==> src/port_select_defines.svh <==
`ifndef PORT_SELECT_DEFINES_SVH
`define PORT_SELECT_DEFINES_SVH

// ----------------------------------------------------------------------
// Register map
// ----------------------------------------------------------------------
`define LAS_OFFSET 8'h1e
`define PCE_OFFSET 8'h1f
`define BC_ERR_OFFSET 8'h1b

// ----------------------------------------------------------------------
// Field layout and reset values
// ----------------------------------------------------------------------
`define LAS_RESET 8'h01
`define LAS_A_BIT 0
`define LAS_B_BIT 1
`define LAS_EN_BIT 2
`define LAS_FIELD_MSB 2
`define LAS_RSVD_ZERO 5'h00
`define PCE_RESET 8'h00
`define PCE_MAX 8'hff
`define PCE_ONE 8'h01
`define ADDR_STEP 7'h01

`endif

==> src/port_select_pkg.sv <==
package port_select_pkg;

  typedef enum logic [0:0] {
    CNT_IDLE = 1'b0,
    CNT_RUN  = 1'b1
  } cnt_state_t;

  typedef logic [7:0] reg_byte_t;

endpackage

==> src/edge_counter.sv <==
`timescale 1ns/1ns
`include "port_select_defines.svh"

module edge_counter import port_select_pkg::*; (
  input wire logic sys_clk_i,
  input wire logic reset_n_i,
  input wire logic pix_clk_i,
  input wire logic start_i,
  input wire reg_byte_t interval_i,
  output reg_byte_t count_o,
  output logic busy_o
);

  // --------------------------------------------------------------------
  // Pixel clock synchroniser and edge detect
  // --------------------------------------------------------------------
  logic pix_meta_q;
  logic pix_sync_q;
  logic pix_prev_q;
  wire pix_rise = pix_sync_q & ~pix_prev_q;

  always_ff @(posedge sys_clk_i or negedge reset_n_i) begin
    if (!reset_n_i) begin
      pix_meta_q <= 1'b0;
      pix_sync_q <= 1'b0;
      pix_prev_q <= 1'b0;
    end else begin
      pix_meta_q <= pix_clk_i;
      pix_sync_q <= pix_meta_q;
      pix_prev_q <= pix_sync_q;
    end
  end

  // --------------------------------------------------------------------
  // Interval timer and saturating edge count
  // --------------------------------------------------------------------
  function automatic reg_byte_t sat_inc(input reg_byte_t v);
    sat_inc = (v == `PCE_MAX) ? v : v + `PCE_ONE;
  endfunction

  cnt_state_t state_q;
  cnt_state_t state_d;
  reg_byte_t remain_q;
  reg_byte_t remain_d;
  reg_byte_t count_q;
  reg_byte_t count_d;

  // A zero interval clears the count and never opens the window
  always_comb begin
    state_d = state_q;
    remain_d = remain_q;
    count_d = count_q;
    unique case (state_q)
      CNT_IDLE: begin
      end
      CNT_RUN: begin
        remain_d = remain_q - `PCE_ONE;
        if (pix_rise) begin
          count_d = sat_inc(count_q);
        end
        if (remain_q == `PCE_ONE) begin
          state_d = CNT_IDLE;
        end
      end
    endcase
    if (start_i) begin
      count_d = `PCE_RESET;
      remain_d = interval_i;
      state_d = (interval_i == `PCE_RESET) ? CNT_IDLE : CNT_RUN;
    end
  end

  always_ff @(posedge sys_clk_i or negedge reset_n_i) begin
    if (!reset_n_i) begin
      state_q <= CNT_IDLE;
      remain_q <= `PCE_RESET;
      count_q <= `PCE_RESET;
    end else begin
      state_q <= state_d;
      remain_q <= remain_d;
      count_q <= count_d;
    end
  end

  assign count_o = count_q;
  assign busy_o = (state_q == CNT_RUN);
endmodule // edge_counter

==> src/port_select_freq_counter.sv <==
//
// Behaviour
// - With second address enabled, also answer at configured address plus one.
// - Second address reaches link B registers and shared registers.
// - Replicate mode forwards remote accesses on link B only if enabled.
// - Link B select: primary writes update link B and shared registers.
// - Link B select: primary reads return link B and shared registers.
// - Link A select: primary writes update link A and shared registers.
// - Both selects set: primary reads return link B contents.
// - Select bits ignored for primary steering while second address enabled.
// - Writing the counter register starts a pixel edge measurement.
// - Interval lasts written value times the oscillator clock period.
// - Reading the counter register returns edges seen during the interval.
// - Edge count saturates at its maximum instead of wrapping.
// - Per-link status registers report link B while link B select set.
//
`timescale 1ns/1ns
`include "port_select_defines.svh"

module port_select_freq_counter import port_select_pkg::*; (
  input wire logic sys_clk_i,
  input wire logic reset_n_i,
  input wire logic pix_clk_i,
  input wire logic [6:0] configured_device_address_i,
  input wire logic replicate_mode_i,
  input wire logic acc_valid_i,
  input wire logic acc_write_i,
  input wire logic [6:0] acc_dev_addr_i,
  input wire reg_byte_t acc_reg_addr_i,
  input wire reg_byte_t acc_wdata_i,
  input wire reg_byte_t link_a_rdata_i,
  input wire reg_byte_t link_b_rdata_i,
  output logic acc_ack_o,
  output reg_byte_t acc_rdata_o,
  output reg_byte_t reg_addr_o,
  output reg_byte_t reg_wdata_o,
  output logic wr_link_a_o,
  output logic wr_link_b_o,
  output logic wr_shared_o,
  output logic remote_fwd_link_b_o
);

  // --------------------------------------------------------------------
  // Address match and steering
  // --------------------------------------------------------------------
  reg_byte_t las_q;
  reg_byte_t pce_count;
  logic pce_busy;

  wire sec_en = las_q[`LAS_EN_BIT];
  wire sel_a = las_q[`LAS_A_BIT];
  wire sel_b = las_q[`LAS_B_BIT];
  wire [6:0] sec_addr = configured_device_address_i + `ADDR_STEP;
  wire prim_hit = acc_valid_i && acc_dev_addr_i == configured_device_address_i;
  wire sec_hit = acc_valid_i && sec_en && acc_dev_addr_i == sec_addr;
  wire any_hit = prim_hit | sec_hit;
  wire is_las = acc_reg_addr_i == `LAS_OFFSET;
  wire is_pce = acc_reg_addr_i == `PCE_OFFSET;
  wire is_local = is_las | is_pce;
  wire do_write = any_hit & acc_write_i;

  // Once the second address is on, primary always means link A
  wire to_b = sec_hit | (prim_hit & ~sec_en & sel_b);
  wire to_a = prim_hit & (sec_en | sel_a);
  // Link B wins a read when both selects are set
  wire read_b = to_b;
  wire reg_byte_t link_rdata = read_b ? link_b_rdata_i : link_a_rdata_i;
  wire reg_byte_t local_rdata = is_las ? las_q : pce_count;
  wire reg_byte_t rdata_d = is_local ? local_rdata : link_rdata;
  wire pce_start = do_write & is_pce;

  // --------------------------------------------------------------------
  // Registers and registered outputs
  // --------------------------------------------------------------------
  // Link read data is taken in the request cycle, so the link register
  // files must decode reg address combinationally on the same clock.
  always_ff @(posedge sys_clk_i or negedge reset_n_i) begin
    if (!reset_n_i) begin
      las_q <= `LAS_RESET;
      acc_ack_o <= 1'b0;
      acc_rdata_o <= `PCE_RESET;
      reg_addr_o <= `PCE_RESET;
      reg_wdata_o <= `PCE_RESET;
      wr_link_a_o <= 1'b0;
      wr_link_b_o <= 1'b0;
      wr_shared_o <= 1'b0;
      remote_fwd_link_b_o <= 1'b0;
    end else begin
      if (do_write && is_las) begin
        las_q <= {`LAS_RSVD_ZERO, acc_wdata_i[`LAS_FIELD_MSB:0]};
      end
      acc_ack_o <= any_hit;
      if (any_hit) begin
        acc_rdata_o <= rdata_d;
        reg_addr_o <= acc_reg_addr_i;
        reg_wdata_o <= acc_wdata_i;
      end
      wr_link_a_o <= do_write & ~is_local & to_a;
      wr_link_b_o <= do_write & ~is_local & to_b;
      // Shared registers follow any link write, whichever link is picked
      wr_shared_o <= do_write & ~is_local & (to_a | to_b);
      remote_fwd_link_b_o <= replicate_mode_i & sec_en;
    end
  end

  // --------------------------------------------------------------------
  // Pixel clock frequency counter
  // --------------------------------------------------------------------
  edge_counter u_edge_counter (
    .sys_clk_i(sys_clk_i),
    .reset_n_i(reset_n_i),
    .pix_clk_i(pix_clk_i),
    .start_i(pce_start),
    .interval_i(acc_wdata_i),
    .count_o(pce_count),
    .busy_o(pce_busy)
  );
endmodule // port_select_freq_counter

==> config.mk <==
export PLATFORM = sky130hd
export DESIGN_NAME = port_select_freq_counter
export DESIGN_NICKNAME = d
export VERILOG_FILES = /design/src/port_select_pkg.sv /design/src/edge_counter.sv /design/src/port_select_freq_counter.sv
export VERILOG_INCLUDE_DIRS = /design/src
export SDC_FILE = /design/constraint.sdc
export NUM_CORES = 1
export LEC_CHECK = 0
export BUFFER_PORTS_ARGS = -buffer_cell sky130_fd_sc_hd__buf_2
export CAP_MARGIN = 20
export CORE_UTILIZATION = 40
export DETAILED_ROUTE_END_ITERATION = 7
export PLACE_DENSITY_LB_ADDON = 0.1
export SYNTH_ARGS = -nofsm -noshare
export SYNTH_HDL_FRONTEND = slang
export SYNTH_SLANG_ARGS = --single-unit
==> constraint.sdc <==
create_clock -name sys_clk_i -period 2 [get_ports sys_clk_i]
set_clock_uncertainty 0.15 [all_clocks]
set_input_delay 0 -clock sys_clk_i [delete_from_list [all_inputs] [get_ports sys_clk_i]]
set_output_delay 0 -clock sys_clk_i [all_outputs]
set_load 0.05 [all_outputs]
==> out/qor.yml, run 1 <==
die_w_um: 84.7
dr.pass1.iters: 6
ff_latch_area_sq_um: 1300
drc: 3
crit_fanout: 3
crit_arrival_ns: 2.00
multi_input_area_sq_um: 1420
synth.largest_area_cell: "dfrtp_1"
crit_path_cell_trace: "nand4_1 > or4_4 > a211oi_4 > mux2_2"
ys_warn_count: 0
core_sq_um: 6460
grt_pass1_vias: 2486
yosysSeqAreaShare_pct: 47.7
period_needed_ns: 1.96
antenna_cells: 0
wirelength_um: 7290
synth_edf_count: 0
synthFlopType: "dfrtp_1"
clkLatencyLatePin_ns: 0.30
p_per_area_nw_per_um2: 795
setup_tns_ns: 0
syn_to_final_growth_pct: 44.4
whs_ns: 0.0263
grt_max_degree: 31
syn_nets: 306
die_h_um: 84.7
clk_pin_slew_ns: 0.09
clockRootBuffer: "clkbuf_8"
cts_tree: "done"
start_util_pct: 42.3
worstHoldPathCells: 2
cp_slowest_stage_delay_ns: 0.50
ys_types: 40
synthTopCellsByCount: "dfrtp_1 (51), mux2_2 (26), nand2_1 (20)"
endpoint_kind: "register"
syn_inst: 250
hold_viol: 0
grt_pass1_wl_um: 12100
route.antenna.remaining_nets: 0
portBuffers: 80
dp_hpwl_um: 5130
htreeDepth: 2
leakage_nw: 1.89
ioPinCount: 81
crit_required_ns: 2.04
fillers: 608
synth_top_area_share_pct: 46.7
cts_buffer_depth: 2
cpMaxStageDelayCell: "or4_4"
clock-sinks: 52
synthArstFlopShare_pct: 100
cts_made_buffers: 5
start_kind: "register"
tightest_slew_ns: 0.567
hold_path_class: "primary input to register"
fin_ws_ns: 0.0405
antenna_found_initial: 0
num-nets-final: 449
path_depth: 4
violations: "design-rule violations"
dieArea_sq_um: 7170
avgSynthCellArea_sq_um: 10.9
slew_headroom_pct: 62.2
avgRoutedWirePerCell_um: 15.5
totalPowerFinal_mw: 3.14
dr_total_vias: 2453
rsz0062_at_grt: "true"
syn_area_sq_um: 2730
dp_slack_ns: -0.416
fmax_mhz: 510
fin_crit_sh_pct: 98.0
ys_top_cells_by_area: "dfrtp_1 (47%), mux2_2 (11%), xor2_1 (4.8%)"
r2r_cells: 4
finalSetupViolCount: 0
grt-ovfl-total: 0
drv_slew: 0
vias_per_cell: 5.21
crit_type: "register to register"
maxCapViolations: 0
routabilityCongestion: 0.811
first_iter_violations: 150
ys_ff_latch: 52
groute.usage.overall_pct: 21.4
critical_path_buf_inv_count: 0
synth.most_common_cell: "dfrtp_1"
drive_gt1_share_pct: 40.4
cp_top_family: "simple AND/OR/NAND/NOR gates"
vdd_ir_drop_max_v: 0.000561
status: "complete, but fails checks"
num_rows: 29
-- power breakdown --
part / internal [mW] / total [mW] / switching (mW)
sequential: 1.26 / 1.42 / 0.167
combinational: 0.463 / 1.12 / 0.653
clock: 0.251 / 0.597 / 0.346
-- cell type report --
cell class	count	area share, %
multi-input combinational	183	35.9
sequential	52	33.0
timing repair buffer	148	26.3
inverter	3	0.285
clock buffer	7	1.93
tap	77	2.44
clock inverter	1	0.222
-- layout by cell type, fill, tap and decap left out, types with 2 or more instances in the layout --
cell type	netlist	layout
nor4b_1	2	2
buf_12	0	3
nor3_1	4	4
o22a_1	5	5
mux2_2	26	22
dfrtp_1	51	51
clkbuf_8	0	5
o221ai_1	3	3
nor2_1	17	16
o21ai_0	4	4
xor2_1	15	15
mux2i_1	6	6
nor4_1	2	2
or4_1	5	4
and3_1	2	2
o311ai_1	0	2
a21oi_1	17	16
xnor2_1	11	10
nand4_1	11	11
clkbuf_1	7	2
ha_1	4	3
o21a_1	3	3
buf_4	0	30
buf_2	3	80
inv_1	3	3
nand3_1	10	10
dlygate4sd3_1	0	35
nand2_1	20	20
mux2_4	1	5
-- stage by stage --
stage	cells	util, %	instance area [sq um]
after floorplan	250	-	2760
after global placement	423	53.2	3440
after detailed placement	423	53.2	3440
after CTS	466	60.1	3880
after global routing	471	61.1	3950
final	471	61.1	3950
-- repair_timing --
item / 4_1_cts / 5_1_grt
endpoints found under the setup margin: 12 / 15
setup buffers: 0 / 5
hold buffers: 35 / 0
gates resized for setup: 2 / 8
hold endpoints to repair: 92 / 0
pin swaps: 2 / 0
-- final timing paths --
kind,slack [ns],from,to
max in group asynchronous,1.09,reset_n_i,u_edge_counter.pix_sync_q$_DFF_PN0_
setup reg to reg,0.04,las_q[2]$_DFFE_PN0P_,las_q[2]$_DFFE_PN0P_
hold reg to reg,0.21,u_edge_counter.pix_meta_q$_DFF_PN0_,u_edge_counter.pix_sync_q$_DFF_PN0_
hold / removal,0.03,acc_reg_addr_i[0],reg_addr_o[0]$_DFFE_PN0N_
setup / recovery,0.04,las_q[2]$_DFFE_PN0P_,las_q[2]$_DFFE_PN0P_
min in group asynchronous,0.06,reset_n_i,acc_rdata_o[7]$_DFFE_PN0N_
-- registers in the layout (all words and copies together) (netlist names), 3 cells and up --
register	count
acc_rdata_o	8
las_q	3
reg_wdata_o	8
reg_addr_o	8
u_edge_counter.count_o	8
u_edge_counter.remain_q	8
-- per-layer routing --
metal / vias up / track usage (%) / wire length (um)
met3: 15 / 3.64 / 303
met4: 0 / 7.70 / 159
met1: 1183 / 28.0 / 3250
met2: 67 / 35.8 / 3580
met5: - / 0 / 0
li1: 1188 / - / -
-- worst reg2reg max path, stage by stage (launching register included) --
cell	delay (ns)
dfrtp_1	0.38
nand4_1	0.17
or4_4	0.50
a211oi_4	0.28
mux2_2	0.37
-- cells by family (layout without fill, tap and decap cells) --
kind of cell | count (synthesis) | after routing | synth area share, %
buffers and inverters | 15 | 159 | 2.47
flip-flops | 52 | 52 | 47.7
AO/OA/AOI/OAI | 41 | 41 | 10.8
XOR/XNOR | 27 | 27 | 8.93
AND/OR/NAND/NOR | 78 | 78 | 14.9
multiplexers | 33 | 33 | 13.5
adder cells (fa/ha/maj) | 4 | 4 | 1.83
No activity file was read; power rests on OpenSTA's default activity.
==> inputs of run 2 (changes only) <==
Settings changed: GPL_TIMING_DRIVEN from default to 0, SLEW_MARGIN from default to 20.
==> out/qor.yml, run 2 (synthesis results as in run 1) <==
clockRootBuffer: "clkbuf_8"
cp_slowest_stage_delay_ns: 0.55
route.antenna.remaining_nets: 0
drc: 0
crit_type: "primary input to register"
cts_tree: "done"
ioPinCount: 81
num-nets-final: 439
groute.usage.overall_pct: 20.9
grt_pass1_wl_um: 11800
die_h_um: 84.7
syn_to_final_growth_pct: 44.8
netSwitchingPower_mw: 1.17
first_iter_violations: 81
tightest_slew_ns: 0.820
finalSetupViolCount: 0
dp_hpwl_um: 4680
die_w_um: 84.7
cpMaxStageDelayCell: "or4_1"
vias_per_cell: 5.23
pwr-share-seq_pct: 43.4
wirelength_um: 7080
avgRoutedWirePerCell_um: 15.4
core_sq_um: 6460
p_per_area_nw_per_um2: 839
leakage_nw: 1.86
final_util_pct: 61.3
cts_buffer_depth: 2
grt_pass1_vias: 2524
combPwrFrac_pct: 32.7
p_int_mw: 2.15
dr_total_vias: 2412
vdd_ir_drop_max_v: 0.000618
start_kind: "primary input"
drive_gt1_share_pct: 40.4
final_cell_mix: "buf_2 (78), dfrtp_1 (49), dlygate4sd3_1 (35), nand2_1 (20), mux2_2 (17)"
routabilityCongestion: 0.783
setup_tns_ns: 0
antenna_cells: 0
htreeDepth: 2
maxCapViolations: 0
fin_crit_sh_pct: 99.6
multi_input_area_sq_um: 1480
slew_headroom_pct: 44.8
cts_made_buffers: 5
hold_path_class: "primary input to register"
fillers: 577
clkLatencyLatePin_ns: 0.31
dieArea_sq_um: 7170
antenna_found_initial: 0
status: "complete, no violations"
rsz0062_at_grt: "true"
totalPowerFinal_mw: 3.32
num_rows: 29
grt_max_degree: 53
fmax_mhz: 502
portBuffers: 79
dr.pass1.iters: 6
clk_pin_slew_ns: 0.10
start_util_pct: 42.3
hold_viol: 0
endpoint_kind: "register"
pwr-share-clk_pct: 24.0
crit_required_ns: 2.04
switching_share_pct: 35.2
grt-ovfl-total: 0
period_needed_ns: 1.99
clock-sinks: 52
ff_latch_area_sq_um: 1310
final_common_cell: "buf_2"
crit_fanout: 4
crit_path_cell_trace: "buf_6 > ha_4 > xnor2_2 > a21oi_2 > a21oi_2 > or4_1 > buf_6 > a21oi_4 > buf_4 > mux2_2"
drv_slew: 0
crit_arrival_ns: 2.04
==> run 2: cell types whose count changed in the layout (fill, tap and decap cells not counted), sizes merged <==
cell | previous run | this run
bufinv | 0 | 1
clkinv | 1 | 0
buf | 113 | 97
clkbuf | 7 | 13
==> run 2: final cells by class <==
class | instances | share of cell area [%]
Clock buffer | 7 | 2.44
Tap cell | 77 | 2.44
Inverter | 3 | 0.285
Clock inverter | 1 | 0.759
Buffer | 10 | 1.45
Multi-Input combinational cell | 183 | 37.3
Timing Repair Buffer | 128 | 22.3
Sequential cell | 52 | 33.0
==> run 2: through the flow <==
stage / std cells / hold WS, ns / setup WS, ns / instance area, sq um
after detailed placement: 406 / -0.0754 / -0.593 / 3250
after global routing: 461 / 0.0691 / -0.0610 / 3960
after floorplan: 250 / -0.446 / -0.223 / 2760
after CTS: 460 / 0.0129 / 0.00851 / 3910
after global placement: 406 / -0.0405 / -0.573 / 3250
final: 461 / 0.0174 / 0.00739 / 3960
==> run 2: final timing paths <==
check / start / to / slack [ns] / cells past startpoint
max: configured_device_address_i[1] / u_edge_counter.remain_q[0]$_DFFE_PN0P_ / 0.007 / 10
min: acc_valid_i / wr_link_b_o$_DFF_PN0_ / 0.02 / 5
max reg2reg: las_q[2]$_DFFE_PN0P_ / u_edge_counter.remain_q[0]$_DFFE_PN0P_ / 0.007 / 6
min reg2reg: u_edge_counter.pix_meta_q$_DFF_PN0_ / u_edge_counter.pix_sync_q$_DFF_PN0_ / 0.21 / 0
max in group asynchronous: reset_n_i / las_q[2]$_DFFE_PN0P_ / 1.11 / 2
min in group asynchronous: reset_n_i / reg_addr_o[6]$_DFFE_PN0N_ / 0.10 / 2
==> run 2: metal layers <==
metal  track usage, %  up-vias  part of all wire (%)  wire length [um]
li1                 -     1170                     -                 -
met1             25.5     1172                    44              3110
met2             37.9       60                    51              3620
met3             3.44       10                   3.3               236
met4             6.16        0                   1.5               108
met5                0        -                     0                 0
==> run 2: power by group through the flow <==
stage / sequential (mW) / combinational (mW) / clock, mW
floorplan: 1.73 / 0.353 / 0
global placement: 1.46 / 0.899 / 0
detailed placement: 1.46 / 0.908 / 0
CTS: 1.45 / 1.01 / 0.809
global route: 1.47 / 1.16 / 0.850
finish: 1.44 / 1.09 / 0.795
==> run 2: critical path: cells and delay by family <==
kind / cells / cell delay (ns)
AO/OA/AOI/OAI: 3 / 0.44
adder cells (fa/ha/maj): 1 / 0.17
AND/OR/NAND/NOR: 1 / 0.55
XOR/XNOR: 1 / 0.13
buffers and inverters: 3 / 0.41
multiplexers: 1 / 0.32
==> run 2: timing repair <==
item / in CTS / in global routing
pin swaps: 9 / 6
hold buffers: 35 / 0
setup endpoints to repair: 44 / 35
endpoints found under the hold margin: 92 / 0
gates resized for setup: 21 / 13
setup buffers: 11 / 3
==> inputs of run 3 (changes only) <==
Settings changed: RECOVER_POWER from default to 25.
==> out/qor.yml, run 3 (synthesis results as in run 1) <==
status: "complete, no violations"
final_common_cell: "buf_2"
htreeDepth: 2
ioPinCount: 81
dpl-instance-area_sq_um: 3250
crit_type: "primary input to register"
crit_arrival_ns: 2.04
clock-sinks: 52
final_cell_mix: "buf_2 (78), dfrtp_1 (49), dlygate4sd3_1 (35), nand2_1 (20), mux2_2 (17)"
cts_made_buffers: 5
endpoint_kind: "register"
rsz0062_at_grt: "true"
start_kind: "primary input"
grt_pass1_wl_um: 11800
first_iter_violations: 81
cts_tree: "done"
dp.cells: 406
tightest_slew_ns: 1.27
dp_hpwl_um: 4680
clockRootBuffer: "clkbuf_8"
drc: 0
final_area_sq_um: 3950
die_w_um: 84.7
period_needed_ns: 1.99
hold_path_class: "primary input to register"
antenna_cells: 0
vias_per_cell: 5.23
totalPowerFinal_mw: 3.32
avgRoutedWirePerCell_um: 15.4
core_sq_um: 6460
routabilityCongestion: 0.783
fmax_mhz: 502
fillers: 578
p_per_area_nw_per_um2: 840
leakage_nw: 1.86
grt_pass1_vias: 2524
hold_viol: 0
antenna_found_initial: 0
dieArea_sq_um: 7170
clkLatencyLatePin_ns: 0.31
maxCapViolations: 0
slew_headroom_pct: 15.4
syn_to_final_growth_pct: 44.7
start_util_pct: 42.3
grt-ovfl-total: 0
drv_slew: 0
vdd_ir_drop_max_v: 0.000620
stdcell_count: 461
multi_input_area_sq_um: 1480
portBuffers: 79
ff_latch_area_sq_um: 1310
die_h_um: 84.7
groute.usage.overall_pct: 20.9
final_util_pct: 61.2
crit_fanout: 4
grt_max_degree: 53
num-nets-final: 439
drive_gt1_share_pct: 40.4
fin_crit_sh_pct: 99.6
crit_required_ns: 2.04
clk_pin_slew_ns: 0.10
num_rows: 29
wirelength_um: 7080
cts_buffer_depth: 2
setup_tns_ns: 0
dr_total_vias: 2411
finalSetupViolCount: 0
route.antenna.remaining_nets: 0
dr.pass1.iters: 6
[run 3: cell types whose count changed in the layout (fill, tap and decap cells not counted)]
cell      delta
buf_4        -1
clkbuf_2     +1
[run 3: final cells by class]
cell class              instances  area share, %
well taps                      77           2.44
multi-input cells             183           37.4
flip-flops and latches         52           33.0
inverters                       3          0.285
plain buffers                  10           1.46
clock inverters                 1          0.759
clock buffers                   7           2.44
repair buffers                128           22.2
[run 3: worst paths after layout]
check	start	end	slack, ns	cells after the start
worst max-delay path	configured_device_address_i[1]	u_edge_counter.remain_q[0]$_DFFE_PN0P_	0.007	10
worst min-delay path	acc_valid_i	wr_link_b_o$_DFF_PN0_	0.02	5
worst max register to register	las_q[2]$_DFFE_PN0P_	u_edge_counter.remain_q[0]$_DFFE_PN0P_	0.007	6
worst min register to register	u_edge_counter.pix_meta_q$_DFF_PN0_	u_edge_counter.pix_sync_q$_DFF_PN0_	0.21	0
max in group asynchronous	reset_n_i	las_q[2]$_DFFE_PN0P_	0.49	2
min in group asynchronous	reset_n_i	reg_addr_o[6]$_DFFE_PN0N_	0.34	2
[run 3: through the flow]
| stage | hold WS [ns] | setup slack (ns) |
|---|---|---|
| floorplan | -0.446 | -0.223 |
| global placement | -0.0405 | -0.573 |
| detailed placement | -0.0754 | -0.593 |
| CTS | 0.0129 | 0.00851 |
| global route | 0.0691 | -0.0610 |
| finish | 0.0174 | 0.00738 |
[run 3: repair_timing]
action | 4_1_cts | 5_1_grt
endpoints found under the hold margin | 92 | 0
hold buffers | 35 | 0
setup endpoints to repair | 44 | 35
resized for setup | 21 | 13
pin swaps | 9 | 6
setup buffers | 11 | 3
[run 3: power by group]
group	total [mW]	leakage, nW	internal [mW]	switching [mW]
clock network	0.796	0.0645	0.442	0.355
registers	1.44	0.643	1.26	0.182
logic	1.08	1.15	0.451	0.634
total	3.32	1.86	2.15	1.17
[run 3: per-layer routing]
layer  wire, um  share of wire (%)  global-route usage (%)
met1       3120                 44                    25.5
met2       3620                 51                    37.9
met3        236                3.3                    3.44
met4        108                1.5                    6.16
met5          0                  0                       0
[run 3: worst max-delay path: stages]
cell and delay, ns:
buf_6 0.11, ha_4 0.17, xnor2_2 0.13, a21oi_2 0.15, a21oi_2 0.09, or4_1 0.55
buf_6 0.15, a21oi_4 0.20, buf_4 0.15, mux2_2 0.32
